## src/rtl/sct_regs.svh

```systemverilog
// Register offsets, field positions and reset values of the timer
`ifndef SCT_REGS_SVH
`define SCT_REGS_SVH
`define SCT_OFF_CTRL 12'h000
`define SCT_OFF_DIEN 12'h00c
`define SCT_OFF_STS 12'h010
`define SCT_OFF_CEG 12'h014
`define SCT_OFF_CCM 12'h018
`define SCT_OFF_CCEN 12'h020
`define SCT_OFF_CNT 12'h024
`define SCT_OFF_PSC 12'h028
`define SCT_OFF_ARR 12'h02c
`define SCT_OFF_CC1 12'h034
`define SCT_OFF_OPT 12'h050
`define SCT_CTRL_MASK 16'h0387
`define SCT_DIEN_MASK 16'h0003
`define SCT_STS_MASK 16'h0003
`define SCT_CCM_MASK 16'h0073
`define SCT_CCEN_MASK 16'h0003
`define SCT_OPT_MASK 16'h0003
`define SCT_RST_VAL 16'h0000
`define SCT_RST_ARR 16'hffff
`define SCT_BIT_COUNTER_ENABLE 0
`define SCT_BIT_UD 1
`define SCT_BIT_URS 2
`define SCT_BIT_RELOAD_PRELOAD_ENABLE 7
`define SCT_BIT_UIF 0
`define SCT_BIT_CC1F 1
`define SCT_BIT_UG 0
`define SCT_BIT_CC1G 1
`define SCT_BIT_CCPOL 1
`endif

```

## src/rtl/sct_pkg.sv

```systemverilog
// Types shared by the single channel timer
package sct_pkg;
  typedef enum logic [2:0] {
    SCT_OC_FROZEN = 3'b000,
    SCT_OC_SET_MATCH = 3'b001,
    SCT_OC_CLR_MATCH = 3'b010,
    SCT_OC_TOGGLE = 3'b011,
    SCT_OC_FORCE_LOW = 3'b100,
    SCT_OC_FORCE_HIGH = 3'b101,
    SCT_OC_PWM1 = 3'b110,
    SCT_OC_PWM2 = 3'b111
  } sct_ocmode_type;

  typedef struct packed {
    logic [15:0] ctrl;
    logic [15:0] dien;
    logic [15:0] sts;
    logic [15:0] ccm;
    logic [15:0] ccen;
    logic [15:0] opt;
    logic [15:0] cnt;
    logic [15:0] clock_prescaler;
    logic [15:0] psc_act;
    logic [15:0] psc_cnt;
    logic [15:0] arr;
    logic [15:0] arr_act;
    logic [15:0] cc1;
    logic [15:0] cc1_act;
    logic [1:0] dts_cnt;
    logic dts_tick;
    logic ref_lvl;
  } sct_state_type;
endpackage

```

## src/rtl/sct_timer.sv

```systemverilog
// Single channel timer with forced output, APB register file and interrupt
//
// How it works
// RULE1 - Forced mode ignores compare, drives forced level
// RULE2 - Direction select 00 makes channel an output
// RULE3 - Mode 100 forces inactive, 101 forces active
// RULE4 - Forced output still raises match flag, requests
// RULE5 - Sixteen bit registers at fixed offsets 0x00-0x50
// RULE6 - Counter enable bit 0 starts counting
// RULE7 - Update disable bit 1 blocks update events
// RULE8 - Update event loads reload, prescaler, compare
// RULE9 - Source select 1: only overflow raises update request
// RULE10 - Preload bit 7 defers reload writes to update
// RULE11 - Divide field 9:8 sets sampling period 1/2/4
// RULE12 - Enable bit 0 gates update interrupt
// RULE13 - Enable bit 1 gates channel one interrupt
// RULE14 - Control and enable registers reset to zero
// RULE15 - Hardware sets update flag, software writes zero
// RULE16 - Channel flag cleared by write or compare read
// RULE17 - Reserved bits and code read zero, ignored
`timescale 1ns/1ps
`include "sct_regs.svh"
module sct_timer
  import sct_pkg::*;
(
  input wire logic clk,
  input wire logic rstn,
  input wire logic clk_en,
  input wire logic psel,
  input wire logic penable,
  input wire logic pwrite,
  input wire logic [11:0] paddr,
  input wire logic [31:0] pwdata,
  input wire logic [3:0] pstrb,
  output logic [31:0] prdata,
  output logic pready,
  output logic pslverr,
  input wire logic slave_update,
  input wire logic slave_trigger,
  input wire logic chan_in,
  output logic chan_out,
  output logic chan_out_en,
  output logic sampling_tick,
  output logic update_dma_req,
  output logic chan_dma_req,
  output logic irq
);
  sct_state_type s_reg;
  sct_state_type s_next;
  logic wr;
  logic rd;
  logic [15:0] wd;
  logic hit;
  logic cnt_tick;
  logic ovf;
  logic sw_ug;
  logic update_event;
  logic upd_req;
  logic match;
  logic cap_edge;
  logic chan_in_d;
  logic is_output;
  sct_ocmode_type ocm;
  logic [1:0] div_code;
  logic [31:0] rdata;

  // APB decode; zero wait states, registers ignore upper data
  assign wr = psel & penable & pwrite & clk_en;
  assign rd = psel & penable & ~pwrite & clk_en;
  assign wd = pwdata[15:0];
  assign pready = 1'b1;
  always_comb begin
    case (paddr) // RULE5
      `SCT_OFF_CTRL, `SCT_OFF_DIEN, `SCT_OFF_STS, `SCT_OFF_CEG,
      `SCT_OFF_CCM, `SCT_OFF_CCEN, `SCT_OFF_CNT, `SCT_OFF_PSC,
      `SCT_OFF_ARR, `SCT_OFF_CC1, `SCT_OFF_OPT: hit = 1'b1;
      default: hit = 1'b0;
    endcase
  end
  assign pslverr = psel & penable & ~hit;
  // Read data is muxed from registers so it stands in the access cycle
  assign prdata = rdata;

  // Channel configuration decode
  assign is_output = (s_reg.ccm[1:0] == 2'b00); // RULE2
  assign ocm = sct_ocmode_type'(s_reg.ccm[6:4]);
  assign div_code = s_reg.ctrl[9:8];

  // Counter timing and event sources
  assign cnt_tick = s_reg.ctrl[`SCT_BIT_COUNTER_ENABLE]
                    & (s_reg.psc_cnt == s_reg.psc_act); // RULE6
  assign ovf = cnt_tick & (s_reg.cnt == s_reg.arr_act);
  assign sw_ug = wr & (paddr == `SCT_OFF_CEG) & pstrb[0] & wd[`SCT_BIT_UG];
  assign update_event = ~s_reg.ctrl[`SCT_BIT_UD]
               & (ovf | sw_ug | slave_update); // RULE7
  assign upd_req = update_event & (ovf | ~s_reg.ctrl[`SCT_BIT_URS]); // RULE9
  assign match = is_output & cnt_tick & (s_reg.cnt == s_reg.cc1_act);
  assign cap_edge = ~is_output & s_reg.ccen[0] & chan_in & ~chan_in_d;

  // Capture edge history register kept outside the struct for clarity
  always_ff @(posedge clk or negedge rstn) begin
    if (!rstn) begin
      chan_in_d <= 1'b0;
    end else if (clk_en) begin
      chan_in_d <= chan_in;
    end
  end

  // Next state of the whole timer
  always_comb begin
    s_next = s_reg;
    rdata = 32'h0000_0000;
    // Prescaler and counter
    if (s_reg.ctrl[`SCT_BIT_COUNTER_ENABLE]) begin
      s_next.psc_cnt = cnt_tick ? 16'h0000 : s_reg.psc_cnt + 16'h0001;
    end
    if (ovf) begin
      s_next.cnt = 16'h0000;
    end else if (cnt_tick) begin
      s_next.cnt = s_reg.cnt + 16'h0001;
    end
    if (s_reg.ctrl[`SCT_BIT_COUNTER_ENABLE] == 1'b0 && slave_trigger) begin
      s_next.ctrl[`SCT_BIT_COUNTER_ENABLE] = 1'b1; // RULE6
    end
    // Sampling clock divider
    s_next.dts_tick = 1'b0;
    case (div_code) // RULE11
      2'b00: begin
        s_next.dts_cnt = 2'b00;
        s_next.dts_tick = 1'b1;
      end
      2'b01: begin
        s_next.dts_cnt = {1'b0, ~s_reg.dts_cnt[0]};
        s_next.dts_tick = s_reg.dts_cnt[0];
      end
      2'b10: begin
        s_next.dts_cnt = s_reg.dts_cnt + 2'b01;
        s_next.dts_tick = (s_reg.dts_cnt == 2'b11);
      end
      default: begin
        s_next.dts_cnt = 2'b00;
      end
    endcase
    // Reference level; forced modes ignore compare result
    if (is_output) begin
      case (ocm)
        SCT_OC_FROZEN: s_next.ref_lvl = s_reg.ref_lvl;
        SCT_OC_SET_MATCH: s_next.ref_lvl = match ? 1'b1 : s_reg.ref_lvl;
        SCT_OC_CLR_MATCH: s_next.ref_lvl = match ? 1'b0 : s_reg.ref_lvl;
        SCT_OC_TOGGLE: s_next.ref_lvl = s_reg.ref_lvl ^ match;
        SCT_OC_FORCE_LOW: s_next.ref_lvl = 1'b0; // RULE1 RULE3
        SCT_OC_FORCE_HIGH: s_next.ref_lvl = 1'b1; // RULE1 RULE3
        SCT_OC_PWM1: s_next.ref_lvl = s_next.cnt < s_reg.cc1_act;
        SCT_OC_PWM2: s_next.ref_lvl = !(s_next.cnt < s_reg.cc1_act);
        default: s_next.ref_lvl = 1'b0;
      endcase
    end
    // Update event loads active copies
    if (update_event) begin
      s_next.arr_act = s_reg.arr; // RULE8
      s_next.psc_act = s_reg.clock_prescaler; // RULE8
      s_next.cc1_act = s_reg.cc1; // RULE8
      if (sw_ug | slave_update) begin
        s_next.cnt = 16'h0000;
        s_next.psc_cnt = 16'h0000;
      end
    end
    if (cap_edge) begin
      s_next.cc1 = s_reg.cnt;
      s_next.cc1_act = s_reg.cnt;
    end
    // Register writes; reserved bits masked away
    if (wr) begin
      case (paddr)
        `SCT_OFF_CTRL: begin
          s_next.ctrl = wd & `SCT_CTRL_MASK; // RULE17
          if (wd[9:8] == 2'b11) begin
            s_next.ctrl[9:8] = s_reg.ctrl[9:8]; // RULE17
          end
        end
        `SCT_OFF_DIEN: s_next.dien = wd & `SCT_DIEN_MASK; // RULE13
        `SCT_OFF_STS: s_next.sts = s_reg.sts & wd & `SCT_STS_MASK; // RULE15
        `SCT_OFF_CCM: s_next.ccm = wd & `SCT_CCM_MASK;
        `SCT_OFF_CCEN: s_next.ccen = wd & `SCT_CCEN_MASK;
        `SCT_OFF_CNT: s_next.cnt = wd;
        `SCT_OFF_PSC: s_next.clock_prescaler = wd;
        `SCT_OFF_ARR: begin
          s_next.arr = wd;
          if (!s_reg.ctrl[`SCT_BIT_RELOAD_PRELOAD_ENABLE]) begin
            s_next.arr_act = wd; // RULE10
          end
        end
        `SCT_OFF_CC1: begin
          if (is_output) begin
            s_next.cc1 = wd;
            s_next.cc1_act = wd;
          end
        end
        `SCT_OFF_OPT: s_next.opt = wd & `SCT_OPT_MASK;
        default: s_next.opt = s_reg.opt;
      endcase
    end
    // Register reads
    if (rd) begin
      case (paddr)
        `SCT_OFF_CTRL: rdata = {16'h0000, s_reg.ctrl};
        `SCT_OFF_DIEN: rdata = {16'h0000, s_reg.dien};
        `SCT_OFF_STS: rdata = {16'h0000, s_reg.sts};
        `SCT_OFF_CCM: rdata = {16'h0000, s_reg.ccm};
        `SCT_OFF_CCEN: rdata = {16'h0000, s_reg.ccen};
        `SCT_OFF_CNT: rdata = {16'h0000, s_reg.cnt};
        `SCT_OFF_PSC: rdata = {16'h0000, s_reg.clock_prescaler};
        `SCT_OFF_ARR: rdata = {16'h0000, s_reg.arr};
        `SCT_OFF_CC1: begin
          rdata = {16'h0000, s_reg.cc1};
          s_next.sts[`SCT_BIT_CC1F] = 1'b0; // RULE16
        end
        `SCT_OFF_OPT: rdata = {16'h0000, s_reg.opt};
        default: rdata = 32'h0000_0000;
      endcase
    end
    // Hardware flag sets win over any clear
    if (upd_req) begin
      s_next.sts[`SCT_BIT_UIF] = 1'b1; // RULE15
    end
    if (match | cap_edge | (sw_ug & 1'b0)
        | (wr & (paddr == `SCT_OFF_CEG) & wd[`SCT_BIT_CC1G])) begin
      s_next.sts[`SCT_BIT_CC1F] = 1'b1; // RULE4 RULE16
    end
  end

  // State register; control and enable reset to zero
  always_ff @(posedge clk or negedge rstn) begin
    if (!rstn) begin
      s_reg <= '0; // RULE14
      s_reg.arr <= `SCT_RST_ARR;
      s_reg.arr_act <= `SCT_RST_ARR;
    end else if (clk_en) begin
      s_reg <= s_next;
    end
  end

  // Outputs; channel polarity applied to the reference level
  assign chan_out = s_reg.ref_lvl ^ s_reg.ccen[`SCT_BIT_CCPOL];
  assign chan_out_en = is_output & s_reg.ccen[0]; // RULE2
  assign sampling_tick = s_reg.dts_tick;
  assign update_dma_req = upd_req & clk_en;
  assign chan_dma_req = (match | cap_edge) & clk_en; // RULE4
  assign irq = (s_reg.sts[`SCT_BIT_UIF] & s_reg.dien[0]) // RULE12
             | (s_reg.sts[`SCT_BIT_CC1F] & s_reg.dien[1]); // RULE13
endmodule

```

## config.mk

```make
export PLATFORM = sky130hd
export DESIGN_NAME = sct_timer
export DESIGN_NICKNAME = d
export VERILOG_FILES = /design/src/rtl/sct_pkg.sv /design/src/rtl/sct_timer.sv
export VERILOG_INCLUDE_DIRS = /design/src /design/src/rtl
export SDC_FILE = /design/constraint.sdc
export NUM_CORES = 1
export LEC_CHECK = 0
export BUFFER_PORTS_ARGS = -buffer_cell sky130_fd_sc_hd__clkbuf_2
export CAP_MARGIN = 0
export CORE_MARGIN = 5
export CORE_UTILIZATION = 45
export CTS_CLUSTER_SIZE = 40
export DETAILED_ROUTE_END_ITERATION = 8
export PLACE_DENSITY = 0.7
export REMOVE_ABC_BUFFERS = 1
export SYNTH_ARGS = -nofsm -noshare
export SYNTH_HDL_FRONTEND = slang
export SYNTH_SLANG_ARGS = --single-unit
```

## constraint.sdc

```tcl
create_clock -name clk -period 2.9 [get_ports clk]
set_input_delay 0.435 -clock clk [delete_from_list [all_inputs] [get_ports clk]]
set_output_delay 0.435 -clock clk [all_outputs]
set_load 0.005 [all_outputs]
```

==> out/qor.csv <==
stage,metric,value,unit
cells_and_area,"commonest non-fill, non-tap cells in the layout","145 x buf_4, 120 x dfrtp_1, 67 x nor2_1",
worst_setup_path,critical path endpoint category,flop,
sta,FMAX,306.1,MHz
routing,routed length per instance,21.95,µm
logic_synthesis,post-synth top area share,31.77,%
clocking,clock root buffer master,clkbuf_16,
floorplan,I/O Pins,97,
global_routing,overflow left after global routing,0,
floorplan,area of the die,24000,µm²
min_path,worst hold path class,primary input to asynchronous set/reset pin,
routing,vias per cell,6.065,
clocking,CTS H-tree depth,4,
sta,Setup WS post-layout,-366.6,ps
status,status,"finished, violations left",
status,failing checks,negative setup slack,
clocking,Skew-Pair Late Insertion Delay,430,ps
logic_synthesis,area share of fa/ha/maj cells after synthesis,2.912,%
logic_synthesis,XOR/XNOR share of the synthesized area,5.189,%
power_and_ir_drop,Max rail drop VDD,0.3369,mV
logic_synthesis,mux contribution to synthesized area,9.320,%
floorplan,Core ar.,20820,µm²
sta,number of max-slew violations in the final report,0,
logic_synthesis,largest family of logic cells by synthesized area,compound AO/OA/AOI/OAI gates,
clocking,CTS tree,built,
cells_and_area,Post-layout nets,1248,
sta,final hold vios,0,
power_and_ir_drop,leakage power,5.390,nW
worst_setup_path,CP max FO,3,
logic_synthesis,share of flip-flops with an asynchronous set or reset,100.0,%
worst_setup_path,Setup CP Type,flop to flop,
logic_synthesis,area fraction in compound gates after synthesis,20.12,%
placed_design,hpwl dp,22480,µm
routing,DRT Wirelength,31980,µm
logic_synthesis,ranking of synthesized cells by area,"dfrtp_1 32%, dfstp_2 8.9%, mux2_2 7.6%",
floorplan,Die Y,154.9,µm
worst_setup_path,Worst EP required,3200,ps
sta,Period minus WS final,3267,ps
sta,Setup TNS,-3350,ps
clocking,cts bufs inserted,17,
cells_and_area,antenna cells,0,
logic_synthesis,Mapped Cells,992,
global_routing,first-pass GRT wire length,49450,µm
floorplan,Die W,154.9,µm
sta,max_slew headroom,55.56,%
logic_synthesis,"Distinct cells, synth",59,
cells_and_area,max FFs per register,145,
logic_synthesis,most used flip-flop cell after synthesis,dfrtp_1,
sta,RSZ-0062 raised after global routing,true,
logic_synthesis,Synthesis Warnings,0,
power_and_ir_drop,Pwr Density,438.0,nW/µm²
routing,antenna-violating nets left,0,
clocking,CTS sink cnt,152,
routing,drc violations,0,
logic_synthesis,Post-synth EDFFs,0,
routing,number of DRC markers in iteration 0,917,
global_routing,vias in the first global route,8766,
clocking,Longest Clk Path Bufs,2,
sta,final setup fails,34,
logic_synthesis,sequential fraction of the synthesis area,40.67,%
logic_synthesis,Post-Syn Area,9452,µm²
sta,Final Cycle Share,112.6,%
global_routing,GRT Total Usage,26.44,%
cells_and_area,Final Util,58.27,%
flow_run,Max Cap Viol,0,
sta,worst clock skew,9.095,ps
logic_synthesis,synthesized area per cell,9.528,µm²
floorplan,Rows,53,
cells_and_area,"commonest non-fill, non-tap cell in the layout",buf_4,
global_routing,pin count of the biggest net entering global routing,71,
logic_synthesis,largest area contributor in the netlist,dfrtp_1,
worst_setup_path,worst path arrival time,3570,ps
floorplan,Starting Density,45.39,%
cells_and_area,layout cells sized above 1,36.21,%
placed_design,I/O Buffers,60,
logic_synthesis,synthesized flop and latch total,152,
global_routing,initial antenna violation count,0,
routing,DRT Pass-1 Iters,6,
routing,Vias,8836,
placed_design,GP Congestion,0.9618,
cells_and_area,area grow syn2layout,28.37,%
clocking,hold bufs inserted after CTS,0,
worst_setup_path,Worst Setup Start Kind,flop,
clocking,CTS clock-pin slew for the worst setup and hold paths,70,ps
sta,Worst-Margin Slew,666.7,ps
logic_synthesis,Post-Synth Simple-Gate Area,15.73,%
==> Yosys cell counts, drive strengths merged, types with 32 or more instances <==
master,number
xor2,36
nor2,68
dfrtp,120
nand2,61
a22oi,39
dfstp,32
inv,38
a21oi,44
o21ai,36
nand2b,32
buf,39
mux2,64
nand3,33
clkbuf,47
==> layout make-up <==
class	count	area (µm²)
multi-input combinational	731	5487
tap	275	344.1
fill	1837	8690
inverter	38	142.6
clock buffer	17	425.4
clock inverter	15	143.9
sequential	152	3844
timing repair buffer	229	1747
==> per-layer routing <==
| metal | vias up | global-route usage, % | share of wire, % |
|---|---|---|---|
| met3 | 79 | 4.451 | 6.9 |
| met1 | 4342 | 35.79 | 42 |
| met2 | 416 | 42.41 | 48 |
| li1 | 3999 | - | - |
| met5 | - | 0 | 0 |
| met4 | 0 | 10.56 | 3.9 |
==> metrics by stage <==
stage	std cells	total power (W)	worst slack (ps)	hold WS (ps)	instance area (µm²)
2_1_floorplan	921	0.002658	-1022	139.4	9085
3_3_place_gp	1401	0.003055	-502.7	483.7	10950
3_5_place_dp	1401	0.003061	-578.5	485.1	10950
4_1_cts	1446	0.005283	-309.3	43.49	11750
5_1_grt	1457	0.005513	-554.4	71.12	12130
6_report	1457	0.005314	-366.6	22.68	12130
==> path summary, 6_finish.rpt <==
path / cells past startpoint / to / start / slack, ps
max in group asynchronous: 2 / s_reg[60]$_DFFE_PN1P_ / rstn / 2030
min: 1 / s_reg[35]$_DFFE_PN0P_ / rstn / 20
min reg2reg: 2 / sampling_tick$_DFFE_PN0P_ / sampling_tick$_DFFE_PN0P_ / 490
max: 15 / s_reg[0]$_DFFE_PN0P_ / s_reg[77]$_DFFE_PN0P_ / -370
min in group clk: 2 / chan_in_d$_DFFE_PN0P_ / chan_in / 250
max reg2reg: 15 / s_reg[0]$_DFFE_PN0P_ / s_reg[77]$_DFFE_PN0P_ / -370
==> critical path, cell delays in order (launching register included) <==
cell and delay (ps):
dfrtp_1 410, xor2_1 180, nor4_2 270, buf_4 170, buf_6 90, and3_4 210
nand3_4 100, buf_6 150, o31a_1 270, o21a_1 210, ha_4 280, nand4_1 230
nor3_2 240, buf_4 130, a211o_1 110, nand4b_1 100
==> power by group <==
| group | switching, W | total, W | internal [W] |
|---|---|---|---|
| sequential | 0.0000489 | 0.00225 | 0.00220 |
| combinational | 0.000485 | 0.000870 | 0.000385 |
| clock | 0.000990 | 0.00219 | 0.00120 |
==> cells by family (layout without fill, tap and decap cells) <==
group                      after synthesis  count (layout)
buffers and inverters                  124             299
other                                    2              17
muxes                                   80              80
AOI/OAI and AO/OA                      268             268
and+or+nand+nor                        288             288
xor gates and xnor gates                56              56
DFF                                    152             152
adders and majority gates               22              22
==> what timing repair did <==
item / in CTS / in global routing
buffers inserted: 13 / 11
endpoints found under the hold margin: 0 / 0
endpoints found under the setup margin: 18 / 76
gates resized for setup: 37 / 49
pin swaps: 24 / 32
cloned: 1 / 0
Note: power is estimated with default switching activity, not from simulation.
